### src/spm_params.svh
// register map, field positions and reset values of the pin select block
`ifndef SPM_PARAMS_SVH
`define SPM_PARAMS_SVH

`define SPM_SEL_OFFSET   12'h000
`define SPM_SEL_WIDTH    16
`define SPM_SP1_LSB      10
`define SPM_SP0_LSB      8
`define SPM_RSVD_LSB     6
`define SPM_ADDR_LSB     0
`define SPM_SEL_RESET    16'h0000
`define SPM_SEL_RDMASK   16'h0F3F
`define SPM_MODE_RESET   2'h0
`define SPM_ADDR_RESET   6'h00

`endif

### src/spm_pkg.sv
// types shared by the pin select block
package spm_pkg;

  typedef enum logic [1:0] {
    SPM_ROUTE_CARD  = 2'h0,
    SPM_ROUTE_AUDIO = 2'h1,
    SPM_ROUTE_GP    = 2'h2,
    SPM_ROUTE_RSVD  = 2'h3
  } spm_route_t;

  typedef enum logic {
    SPM_PH_IDLE,
    SPM_PH_ACCESS
  } spm_phase_t;

  // peripheral side drive: value and active-high enable
  typedef struct packed {
    logic [5:0] o;
    logic [5:0] oe;
  } spm_drv6_t;

  typedef struct packed {
    logic [3:0] o;
    logic [3:0] oe;
  } spm_drv4_t;

  // pad side drive: enable is low while driving
  typedef struct packed {
    logic [5:0] o;
    logic [5:0] oe_n;
  } spm_pad6_t;

  typedef struct packed {
    spm_route_t sp1;
    spm_route_t sp0;
    logic [5:0] addr;
    logic [31:0] rdata;
    logic        err;
    spm_phase_t  phase;
  } spm_state_t;

endpackage

### src/spm_pin_mux.sv
// pin select register with apb access and the serial port / address pin routing
`timescale 1ns/100ps
`include "spm_params.svh"
module spm_pin_mux #(
  parameter int unsigned AW = 12
) (
  input  wire logic                i_mclk,
  input  wire logic                i_rst_n,
  // ---------------------------------------------------------------
  // apb slave
  // ---------------------------------------------------------------
  input  wire logic                i_psel,
  input  wire logic                i_penable,
  input  wire logic                i_pwrite,
  input  wire logic [AW-1:0]       i_paddr,
  input  wire logic [31:0]         i_pwdata,
  output logic [31:0]              o_prdata,
  output logic                     o_pready,
  output logic                     o_pslverr,
  // ---------------------------------------------------------------
  // serial ports, index 0 and 1
  // ---------------------------------------------------------------
  input  wire spm_pkg::spm_drv6_t  i_card_drv  [2],
  output logic [5:0]               o_card_in   [2],
  input  wire spm_pkg::spm_drv4_t  i_audio_drv [2],
  output logic [3:0]               o_audio_in  [2],
  input  wire spm_pkg::spm_drv6_t  i_spgp_drv  [2],
  output logic [5:0]               o_spgp_in   [2],
  output spm_pkg::spm_pad6_t       o_sp_pad    [2],
  input  wire logic [5:0]          i_sp_pad_in [2],
  // ---------------------------------------------------------------
  // upper address pins, bit 0 is address 15 / gp 21
  // ---------------------------------------------------------------
  input  wire logic [5:0]          i_ema_hi,
  input  wire logic                i_ema_oe,
  input  wire spm_pkg::spm_drv6_t  i_adgp_drv,
  output logic [5:0]               o_adgp_in,
  output spm_pkg::spm_pad6_t       o_addr_pad,
  input  wire logic [5:0]          i_addr_pad_in
);

  // ---------------------------------------------------------------
  // state
  // ---------------------------------------------------------------
  spm_pkg::spm_state_t st_q;
  spm_pkg::spm_state_t st_d;

  logic        hit;
  logic        setup;
  logic        wr_acc;
  logic [15:0] sel_view;
  logic [1:0]  wr_sp1;
  logic [1:0]  wr_sp0;

  // one register, decoded once into hit and reused
  function automatic logic addr_hit(input logic [AW-1:0] a);
    addr_hit = (a == AW'(`SPM_SEL_OFFSET));
  endfunction

  // reserved bits and unmodelled upper field read as zero
  assign sel_view = {4'h0, st_q.sp1, st_q.sp0, 2'h0, st_q.addr} & `SPM_SEL_RDMASK;

  assign hit    = addr_hit(i_paddr);
  assign setup  = i_psel && !i_penable;
  assign wr_acc = i_psel && i_penable && i_pwrite && hit;
  assign wr_sp1 = i_pwdata[`SPM_SP1_LSB +: 2];
  assign wr_sp0 = i_pwdata[`SPM_SP0_LSB +: 2];

  // ---------------------------------------------------------------
  // next state
  // ---------------------------------------------------------------
  always_comb begin
    st_d = st_q;
    case (st_q.phase)
      spm_pkg::SPM_PH_IDLE: begin
        if (setup) begin
          st_d.phase = spm_pkg::SPM_PH_ACCESS;
          st_d.err   = !hit;
          // read data captured in setup so it leaves a flop
          if (hit && !i_pwrite) begin
            st_d.rdata = {16'h0000, sel_view};
          end else begin
            st_d.rdata = 32'h0000_0000;
          end
        end
      end
      spm_pkg::SPM_PH_ACCESS: begin
        if (i_psel && i_penable) begin
          st_d.phase = spm_pkg::SPM_PH_IDLE;
        end else if (!i_psel) begin
          st_d.phase = spm_pkg::SPM_PH_IDLE;
        end
      end
      default: begin
        st_d.phase = spm_pkg::SPM_PH_IDLE;
      end
    endcase
    if (wr_acc) begin
      // reserved code would leave pins floating; keep the old route instead
      if (wr_sp1 != 2'h3) begin
        st_d.sp1 = spm_pkg::spm_route_t'(wr_sp1);
      end
      if (wr_sp0 != 2'h3) begin
        st_d.sp0 = spm_pkg::spm_route_t'(wr_sp0);
      end
      // bits 7:6 never reach state
      st_d.addr = i_pwdata[`SPM_ADDR_LSB +: 6];
    end
  end

  always_ff @(posedge i_mclk) begin
    if (!i_rst_n) begin
      st_q.sp1   <= spm_pkg::spm_route_t'(`SPM_MODE_RESET);
      st_q.sp0   <= spm_pkg::spm_route_t'(`SPM_MODE_RESET);
      st_q.addr  <= `SPM_ADDR_RESET;
      st_q.rdata <= 32'h0000_0000;
      st_q.err   <= 1'b0;
      st_q.phase <= spm_pkg::SPM_PH_IDLE;
    end else begin
      st_q <= st_d;
    end
  end

  // zero wait states: every access phase completes at once
  assign o_pready  = i_psel && i_penable;
  assign o_pslverr = i_psel && i_penable && st_q.err;
  assign o_prdata  = st_q.rdata;

  // ---------------------------------------------------------------
  // serial port routing
  // ---------------------------------------------------------------
  // pins switch as soon as the field changes; no glitch-free handover,
  // so affected peripherals must be reset afterwards
  spm_serial_route u_sp0 (
    .i_mode     (st_q.sp0),
    .i_card     (i_card_drv[0]),
    .i_audio    (i_audio_drv[0]),
    .i_gp       (i_spgp_drv[0]),
    .i_pad_in   (i_sp_pad_in[0]),
    .o_pad      (o_sp_pad[0]),
    .o_card_in  (o_card_in[0]),
    .o_audio_in (o_audio_in[0]),
    .o_gp_in    (o_spgp_in[0])
  );

  spm_serial_route u_sp1 (
    .i_mode     (st_q.sp1),
    .i_card     (i_card_drv[1]),
    .i_audio    (i_audio_drv[1]),
    .i_gp       (i_spgp_drv[1]),
    .i_pad_in   (i_sp_pad_in[1]),
    .o_pad      (o_sp_pad[1]),
    .o_card_in  (o_card_in[1]),
    .o_audio_in (o_audio_in[1]),
    .o_gp_in    (o_spgp_in[1])
  );

  // ---------------------------------------------------------------
  // address pin routing
  // ---------------------------------------------------------------
  spm_addr_route #(
    .N (6)
  ) u_addr (
    .i_sel      (st_q.addr),
    .i_ema      (i_ema_hi),
    .i_ema_oe   (i_ema_oe),
    .i_gp_o     (i_adgp_drv.o),
    .i_gp_oe    (i_adgp_drv.oe),
    .i_pad_in   (i_addr_pad_in),
    .o_pad_o    (o_addr_pad.o),
    .o_pad_oe_n (o_addr_pad.oe_n),
    .o_gp_in    (o_adgp_in)
  );

  // ---------------------------------------------------------------
  // assertions
  // ---------------------------------------------------------------
  property p_sp1_card;
    @(posedge i_mclk) disable iff (!i_rst_n)
    (st_q.sp1 == spm_pkg::SPM_ROUTE_CARD) |->
      (o_sp_pad[1].o == i_card_drv[1].o) && (o_sp_pad[1].oe_n == ~i_card_drv[1].oe)
      && (o_card_in[1] == i_sp_pad_in[1]);
  endproperty
  a_sp1_card: assert property (p_sp1_card) else $error("port 1 card route wrong");

  property p_sp1_audio;
    @(posedge i_mclk) disable iff (!i_rst_n)
    (st_q.sp1 == spm_pkg::SPM_ROUTE_AUDIO) |->
      (o_sp_pad[1].o == {i_spgp_drv[1].o[5:4], i_audio_drv[1].o})
      && (o_audio_in[1] == i_sp_pad_in[1][3:0]) && (o_card_in[1] == 6'h00);
  endproperty
  a_sp1_audio: assert property (p_sp1_audio) else $error("port 1 audio route wrong");

  property p_sp1_gp;
    @(posedge i_mclk) disable iff (!i_rst_n)
    (st_q.sp1 == spm_pkg::SPM_ROUTE_GP) |->
      (o_sp_pad[1].o == i_spgp_drv[1].o) && (o_spgp_in[1] == i_sp_pad_in[1]);
  endproperty
  a_sp1_gp: assert property (p_sp1_gp) else $error("port 1 gp route wrong");

  property p_sp0_card;
    @(posedge i_mclk) disable iff (!i_rst_n)
    (st_q.sp0 == spm_pkg::SPM_ROUTE_CARD) |->
      (o_sp_pad[0].o == i_card_drv[0].o) && (o_sp_pad[0].oe_n == ~i_card_drv[0].oe);
  endproperty
  a_sp0_card: assert property (p_sp0_card) else $error("port 0 card route wrong");

  property p_sp0_audio;
    @(posedge i_mclk) disable iff (!i_rst_n)
    (st_q.sp0 == spm_pkg::SPM_ROUTE_AUDIO) |->
      (o_sp_pad[0].oe_n == ~{i_spgp_drv[0].oe[5:4], i_audio_drv[0].oe})
      && (o_spgp_in[0][5:4] == i_sp_pad_in[0][5:4]);
  endproperty
  a_sp0_audio: assert property (p_sp0_audio) else $error("port 0 audio route wrong");

  property p_sp0_gp;
    @(posedge i_mclk) disable iff (!i_rst_n)
    (st_q.sp0 == spm_pkg::SPM_ROUTE_GP) |->
      (o_sp_pad[0].o == i_spgp_drv[0].o) && (o_audio_in[0] == 4'h0);
  endproperty
  a_sp0_gp: assert property (p_sp0_gp) else $error("port 0 gp route wrong");

  property p_rsvd_read;
    @(posedge i_mclk) disable iff (!i_rst_n)
    (setup && hit && !i_pwrite) |=>
      (o_prdata[31:12] == 20'h00000) && (o_prdata[7:6] == 2'h0);
  endproperty
  a_rsvd_read: assert property (p_rsvd_read) else $error("reserved bits read nonzero");

  property p_write_lands;
    @(posedge i_mclk) disable iff (!i_rst_n)
    (wr_acc && (wr_sp1 != 2'h3)) |=>
      (st_q.sp1 == $past(wr_sp1)) && (st_q.addr == $past(i_pwdata[5:0]));
  endproperty
  a_write_lands: assert property (p_write_lands) else $error("write did not land");

  property p_addr_ema;
    @(posedge i_mclk) disable iff (!i_rst_n)
    ((o_addr_pad.o & ~st_q.addr) == (i_ema_hi & ~st_q.addr))
      && ((o_adgp_in & ~st_q.addr) == 6'h00);
  endproperty
  a_addr_ema: assert property (p_addr_ema) else $error("address pin route wrong");

  property p_addr_gp;
    @(posedge i_mclk) disable iff (!i_rst_n)
    ((o_addr_pad.o & st_q.addr) == (i_adgp_drv.o & st_q.addr))
      && ((o_adgp_in & st_q.addr) == (i_addr_pad_in & st_q.addr));
  endproperty
  a_addr_gp: assert property (p_addr_gp) else $error("gp pin route wrong");

  property p_reset_clear;
    @(posedge i_mclk) disable iff (!i_rst_n)
    $rose(i_rst_n) |-> (sel_view == `SPM_SEL_RESET) && !o_pslverr;
  endproperty
  a_reset_clear: assert property (p_reset_clear) else $error("select not cleared");

  property p_ready_once;
    @(posedge i_mclk) disable iff (!i_rst_n)
    setup |=> (i_psel && i_penable) |-> (o_pready && (o_pslverr == !$past(hit)));
  endproperty
  a_ready_once: assert property (p_ready_once) else $error("access phase not ready");

  // reserved code must not disturb the stored route of that port
  property p_sp1_rsvd_kept;
    @(posedge i_mclk) disable iff (!i_rst_n)
    (wr_acc && (wr_sp1 == 2'h3)) |=> (st_q.sp1 == $past(st_q.sp1));
  endproperty
  a_sp1_rsvd_kept: assert property (p_sp1_rsvd_kept) else $error("port 1 route lost");

  property p_sp0_rsvd_kept;
    @(posedge i_mclk) disable iff (!i_rst_n)
    (wr_acc && (wr_sp0 == 2'h3)) |=> (st_q.sp0 == $past(st_q.sp0));
  endproperty
  a_sp0_rsvd_kept: assert property (p_sp0_rsvd_kept) else $error("port 0 route lost");

  property p_sp0_lands;
    @(posedge i_mclk) disable iff (!i_rst_n)
    (wr_acc && (wr_sp0 != 2'h3)) |=> (st_q.sp0 == $past(wr_sp0));
  endproperty
  a_sp0_lands: assert property (p_sp0_lands) else $error("port 0 write lost");

  // a refused access must leave every route untouched
  property p_bad_addr_wr;
    @(posedge i_mclk) disable iff (!i_rst_n)
    (i_psel && i_penable && i_pwrite && !hit) |=> $stable(sel_view);
  endproperty
  a_bad_addr_wr: assert property (p_bad_addr_wr) else $error("unmapped write landed");

  // read data stands from one setup until the next
  property p_prdata_stands;
    @(posedge i_mclk) disable iff (!i_rst_n)
    !setup |=> $stable(o_prdata);
  endproperty
  a_prdata_stands: assert property (p_prdata_stands) else $error("read data moved");

  // ---------------------------------------------------------------
  // scenario covers
  // ---------------------------------------------------------------
  property p_cv_sp1_audio;
    @(posedge i_mclk) disable iff (!i_rst_n)
    wr_acc ##1 (st_q.sp1 == spm_pkg::SPM_ROUTE_AUDIO);
  endproperty
  c_sp1_audio: cover property (p_cv_sp1_audio);

  property p_cv_sp0_gp;
    @(posedge i_mclk) disable iff (!i_rst_n)
    wr_acc ##1 (st_q.sp0 == spm_pkg::SPM_ROUTE_GP);
  endproperty
  c_sp0_gp: cover property (p_cv_sp0_gp);

  property p_cv_addr_all;
    @(posedge i_mclk) disable iff (!i_rst_n)
    (st_q.addr == 6'h3F);
  endproperty
  c_addr_all: cover property (p_cv_addr_all);

  property p_cv_slverr;
    @(posedge i_mclk) disable iff (!i_rst_n)
    o_pslverr;
  endproperty
  c_slverr: cover property (p_cv_slverr);

  property p_cv_rsvd_kept;
    @(posedge i_mclk) disable iff (!i_rst_n)
    wr_acc && (wr_sp1 == 2'h3) && (wr_sp0 == 2'h3);
  endproperty
  c_rsvd_kept: cover property (p_cv_rsvd_kept);

endmodule

### src/spm_serial_route.sv
// six-pin serial port router: card, audio plus two gp, or six gp
`timescale 1ns/100ps
module spm_serial_route (
  input  wire spm_pkg::spm_route_t i_mode,
  input  wire spm_pkg::spm_drv6_t  i_card,
  input  wire spm_pkg::spm_drv4_t  i_audio,
  input  wire spm_pkg::spm_drv6_t  i_gp,
  input  wire logic [5:0]          i_pad_in,
  output spm_pkg::spm_pad6_t       o_pad,
  output logic [5:0]               o_card_in,
  output logic [3:0]               o_audio_in,
  output logic [5:0]               o_gp_in
);

  always_comb begin
    o_pad      = '{o: 6'h00, oe_n: 6'h3F};
    o_card_in  = 6'h00;
    o_audio_in = 4'h0;
    o_gp_in    = 6'h00;
    case (i_mode)
      spm_pkg::SPM_ROUTE_CARD: begin
        o_pad.o    = i_card.o;
        o_pad.oe_n = ~i_card.oe;
        o_card_in  = i_pad_in;
      end
      spm_pkg::SPM_ROUTE_AUDIO: begin
        o_pad.o    = {i_gp.o[5:4], i_audio.o};
        o_pad.oe_n = ~{i_gp.oe[5:4], i_audio.oe};
        o_audio_in = i_pad_in[3:0];
        o_gp_in    = {i_pad_in[5:4], 4'h0};
      end
      spm_pkg::SPM_ROUTE_GP: begin
        o_pad.o    = i_gp.o;
        o_pad.oe_n = ~i_gp.oe;
        o_gp_in    = i_pad_in;
      end
      // reserved code: pads released, nothing connected
      default: begin
        o_pad.o    = 6'h00;
      end
    endcase
  end

endmodule

### src/spm_addr_route.sv
// upper address pins: each one either external address or gp
`timescale 1ns/100ps
module spm_addr_route #(
  parameter int unsigned N = 6
) (
  input  wire logic [N-1:0] i_sel,
  input  wire logic [N-1:0] i_ema,
  input  wire logic         i_ema_oe,
  input  wire logic [N-1:0] i_gp_o,
  input  wire logic [N-1:0] i_gp_oe,
  input  wire logic [N-1:0] i_pad_in,
  output logic [N-1:0]      o_pad_o,
  output logic [N-1:0]      o_pad_oe_n,
  output logic [N-1:0]      o_gp_in
);

  for (genvar g = 0; g < N; g++) begin : g_pin
    always_comb begin
      if (i_sel[g]) begin
        o_pad_o[g]    = i_gp_o[g];
        o_pad_oe_n[g] = ~i_gp_oe[g];
        o_gp_in[g]    = i_pad_in[g];
      end else begin
        o_pad_o[g]    = i_ema[g];
        o_pad_oe_n[g] = ~i_ema_oe;
        o_gp_in[g]    = 1'b0;
      end
    end
  end

endmodule

### config.mk
export PLATFORM = sky130hd
export DESIGN_NAME = spm_pin_mux
export DESIGN_NICKNAME = d
export VERILOG_FILES = /design/src/spm_pkg.sv /design/src/spm_pin_mux.sv /design/src/spm_serial_route.sv /design/src/spm_addr_route.sv
export VERILOG_INCLUDE_DIRS = /design/src
export SDC_FILE = /design/constraint.sdc
export NUM_CORES = 1
export LEC_CHECK = 0
export BUFFER_PORTS_ARGS = -buffer_cell sky130_fd_sc_hd__buf_2
export CAP_MARGIN = 10
export CORE_AREA = 5 5 97 99
export CTS_BUF_LIST = sky130_fd_sc_hd__clkbuf_4
export CTS_CLUSTER_DIAMETER = 30
export DETAILED_ROUTE_END_ITERATION = 8
export DIE_AREA = 0 0 102 104
export GPL_TIMING_DRIVEN = 1
export MAX_ROUTING_LAYER = met4
export PLACE_DENSITY = 0.63
export SYNTH_ARGS = -nofsm -noshare
export SYNTH_HDL_FRONTEND = slang
export SYNTH_SLANG_ARGS = --single-unit
### constraint.sdc
create_clock -name i_mclk -period 2.3 [get_ports i_mclk]
set_input_delay 0.46 -clock i_mclk [delete_from_list [all_inputs] [get_ports i_mclk]]
set_output_delay 0.46 -clock i_mclk [all_outputs]
set_load 0.05 [all_outputs]
=== After elaboration in Yosys (flattened, before gate mapping) ===
Cells that the tools add are included.

* Output and inout port bits: 108
* Register bits: 24

* Reductions and logical operators: 15
* Muxes and demuxes: 33
* Bitwise operators: 14
* Eq/ne operators: 6

{| class="wikitable"
|+ Operators by type and width
! kind !! count
|-
| $pmux W6 S3 || 4
|-
| $not A6 Y6 || 6
|-
| $pmux W6 S2 || 2
|-
| $mux W1 || 21
|-
| $logic_not A12 Y1 || 1
|-
| $mux W12 || 1
|-
| $mux W6 || 2
|-
| $mux W4 || 2
|-
| $not A1 Y1 || 8
|-
| $logic_and A1 B1 Y1 || 6
|-
| $reduce_and A2 Y1 || 3
|-
| $eq A2 B1 Y1 const B || 2
|-
| $eq A2 B2 Y1 const B || 2
|-
| $logic_not A2 Y1 || 2
|-
| $ne A2 B2 Y1 const B || 2
|-
| $logic_not A1 Y1 || 3
|-
| $pmux W1 S2 || 1
|}

=== Depth between registers and ports, before layout ===
* Word-level depth: 4
* Depth in mapped cells: 6
* Depth with buffers taken out: 5

=== Cells and area by module ===
Synthesis repeated with hierarchy kept, for this count alone.

* Cell total of the unflattened synthesis: 235
* Area total of the unflattened synthesis: 2110.8 µm²

{| class="wikitable"
|+ By module, submodules not included
! module !! cells each !! instances !! area an instance (µm²)
|-
| spm_pin_mux || 103 || 1 || 1127.3
|-
| spm_serial_route || 57 || 2 || 394.1
|-
| spm_addr_route || 18 || 1 || 195.2
|}

=== Worst setup path before layout ===
OpenSTA, ideal clock, no wires.

* Kind: register to output
* From: register st_q, in the netlist sel_view[10]
* To: output o_sp_pad[4] in the netlist's numbering
* Buffers on the path: 1
* Arrival time: 2.025 ns
* Data required time: 1.840 ns
* Cell stages (with the launch flop): 6
* Slack: -0.185 ns
* Cell sequence: dfxtp_1 > inv_1 > ha_1 > clkbuf_1 > nor2_1 > o21ai_0

{| class="wikitable"
|+ RTL lines
! what !! line !! RTL
|-
| start, declared || spm_pin_mux.sv:45 || <nowiki>spm_pkg::spm_state_t st_q;</nowiki>
|-
| start signal, assigned || spm_pin_mux.sv:120 || <nowiki>st_q <= st_d;</nowiki>
|-
| end, declared || spm_pin_mux.sv:29 || <nowiki>output spm_pkg::spm_pad6_t o_sp_pad [2],</nowiki>
|}

==> impl_results.md <==
- Run status: finished clean
- Switching pwr: 0.453 mW
- RSZ-0062 raised after global routing: yes
- Wl on met1: 2.85 mm
- Post-synth top area share: 0.211
- Comb pwr share: 0.458
- Clock Root Buffer: clkbuf_4
- Synth area leader: dfxtp_1
- First-pass GRT wire length: 11.2 mm
- Layout area overhead: 51.7%
- Routed vias: 2422
- Critical path class: reg -> out
- Die area: 0.0106 mm^2
- P per Cell Area: 331 mW/mm^2
- Initial Util: 0.246
- Pin count of the biggest net entering global routing: 19
- Peak VDD IR: 230 uV
- Actual slew at the worst max-slew pin: 792 ps
- CTS Sinks: 22
- Core area: 0.00847 mm^2
- Dpl ws: 271 ps
- Synth top cells by count: and2_1, buf_4, dfxtp_1
- Post-CTS setup buffers: 0
- Ant diodes: 0
- DRC viols: 0
- Reg2reg start: st_q[0]$_SDFF_PN0_
- Clock share of power: 0.176
- Max Clock Freq: 453 MHz
- Cell internal pwr: 0.595 mW
- Clock-pin slew on the worst setup and hold paths: 130 ps
- Fin crit period: 2210 ps
- Max clock buf depth: 2
- CTS tree: built
- WL/cell: 13.1 um
- Most frequent cell after synthesis: and2_1
- Final WL: 7.30 mm
- Hold path start: i_pwdata[5]
- Area of the mapped netlist: 0.00208 mm^2
- Register area share after synthesis: 0.211
- DR iter-0 viols: 130
- Worst Clk Skew: 2.95 ps
- Cell Rows: 34
- Crit-path cells: inv_1 -> ha_2 -> or2_2 -> a22oi_1 -> nor2_1 -> buf_4
- Initial antenna violation count: 0
- Synth top area cells: dfxtp_1, buf_4, and2_1
- I/O pin count: 258
- H-Tree Depth: 1
- Crit path max fanout: 11
- Post-Syn Instances: 255
- CP startpoint: sel_view[11]$_SDFFE_PN0P_
- Final Cycle Share: 0.960
- Die H: 104 um
- Switching Fraction: 0.432
- CP peak stage delay: 370 ps
- Req. time, crit path: 1840 ps
- Worst skew pair latency: 310 ps
- Met2 routed wirelength: 3.86 mm
- GPL Wtd Cong: 0.816
- Register bit total from synthesis: 22
- Slowest cell on the critical path: dfxtp_2
- Vias/cell: 4.33
- Yosys warns: 0
- Antenna Violating Nets Remaining: 0
- Vias in the first global route: 2361
- Power Total: 1.05 mW
- Synth async-reset ratio: 0
- Rel. slew slack: 0.471
- Share of cells above drive strength 1: 0.554
- Hold Vio Cnt, Final: 0
- DPL Wire Length: 6.18 mm
- # nets final: 610
- Final setup vio count: 0
- I/O Buffers: 213
- Grt ovf: 0
- Startpoint Class: flip-flop
- Die width: 102 um
- WP data arrival: 1750 ps
- Crit end category: primary output
- Synthesized area per cell: 8.17 um^2
- Seq pwr share: 0.366
- Max-Cap Viols: 0
- Leak: 1.84 nW
- Gr usage total: 0.129
- Setup ws final: 91.2 ps
- Min-Delay Path Class: in -> reg
- Number of enable flip-flop cells after synthesis: 0
- Drt pass-1 iters: 6
- Max-slew violation count: 0
- WL met3: 534 um
- Count of different cell masters after synthesis: 28
- R2R Setup Slk: 860 ps
- Top layer in use: met4
- Synth Flop Type: dfxtp_1
- CTS Buf Count: 3
==> path summary, 6_finish.rpt <==
| kind | to | depth (start not counted) |
|---|---|---|
| min | sel_view[5]$_SDFFE_PN0P_ | 3 |
| max reg2reg | o_prdata[2]$_SDFFE_PN0P_ | 3 |
| min reg2reg | o_prdata[4]$_SDFFE_PN0P_ | 1 |
| max | o_sp_pad[11] | 6 |
==> flip-flops by register name, indices dropped and copies added (netlist names) <==
register / count
sel_view: 10
st_q: 2
o_prdata: 10
==> final cells by class <==
type	instances	area (um^2)
clock buffer	3	22.5
timing repair buffer	217	1130
multi-input combinational	192	1360
fill	881	5310
clock inverter	1	3.75
inverter	16	60.1
tap	108	135
sequential	22	445
==> critical path, delay by kind of cell, from the launching register on <==
family                   cells  cell delay (ps)
AND/OR/NAND/NOR              2              390
AO/OA/AOI/OAI                1              150
adder cells (fa/ha/maj)      1              240
buffers and inverters        2              280
flip-flops                   1              370
==> layer usage <==
layer	track usage	up-vias
met1	0.151	1086
met3	0.0148	6
met4	0.0300	0
met5	-	-
met2	0.232	117
li1	-	1213
==> power by group through the flow <==
stage / registers, mW / logic [mW] / clock network, mW
floorplan: 0.392 / 0.336 / 0
global placement: 0.392 / 0.469 / 0
detailed placement: 0.392 / 0.474 / 0
CTS: 0.384 / 0.475 / 0.192
global route: 0.384 / 0.509 / 0.212
finish: 0.383 / 0.480 / 0.184
==> cell usage in the layout, fill, tap and decap left out, types with 5 or more instances in the layout <==
| master | instances |
|---|---|
| a22o_2 | 10 |
| buf_4 | 5 |
| a222oi_1 | 8 |
| and3_1 | 7 |
| mux2i_1 | 12 |
| nand2b_1 | 16 |
| nor2_1 | 14 |
| buf_2 | 207 |
| mux2_2 | 6 |
| conb_1 | 22 |
| buf_6 | 5 |
| and2_1 | 35 |
| o21ai_0 | 5 |
| dfxtp_1 | 18 |
| inv_1 | 16 |
| nand3_1 | 8 |
| nor2b_1 | 7 |
| a21oi_1 | 13 |
==> metrics by stage <==
step | cell area, um^2 | setup TNS, ps | util | hold WS (ps) | cells
6_report | 3160 | 0 | 0.373 | 399 | 559
5_1_grt | 3160 | -66.3 | 0.373 | 384 | 559
4_1_cts | 3120 | 0 | 0.368 | 391 | 559
3_5_place_dp | 3090 | 0 | 0.364 | 465 | 555
3_3_place_gp | 3090 | 0 | 0.364 | 461 | 555
2_1_floorplan | 2160 | -733 | - | 456 | 276
==> timing repair <==
| action | in CTS | in global routing |
|---|---|---|
| endpoints found under the setup margin | 11 | 14 |
| endpoints found under the hold margin | 0 | 0 |
| gates resized for setup | 3 | 22 |
| hold buffers | 0 | 0 |
| pin swaps | 0 | 3 |
==> kinds of logic after synthesis <==
group | count (synthesis) | share of synthesized area
mux | 18 | 0.0901
buf+inv | 62 | 0.177
flops | 22 | 0.211
compound gates | 48 | 0.173
simple gates | 96 | 0.299
other cells | 1 | 0.00180
fa+ha+maj | 8 | 0.0480
Power figures use the tool's default switching activity.
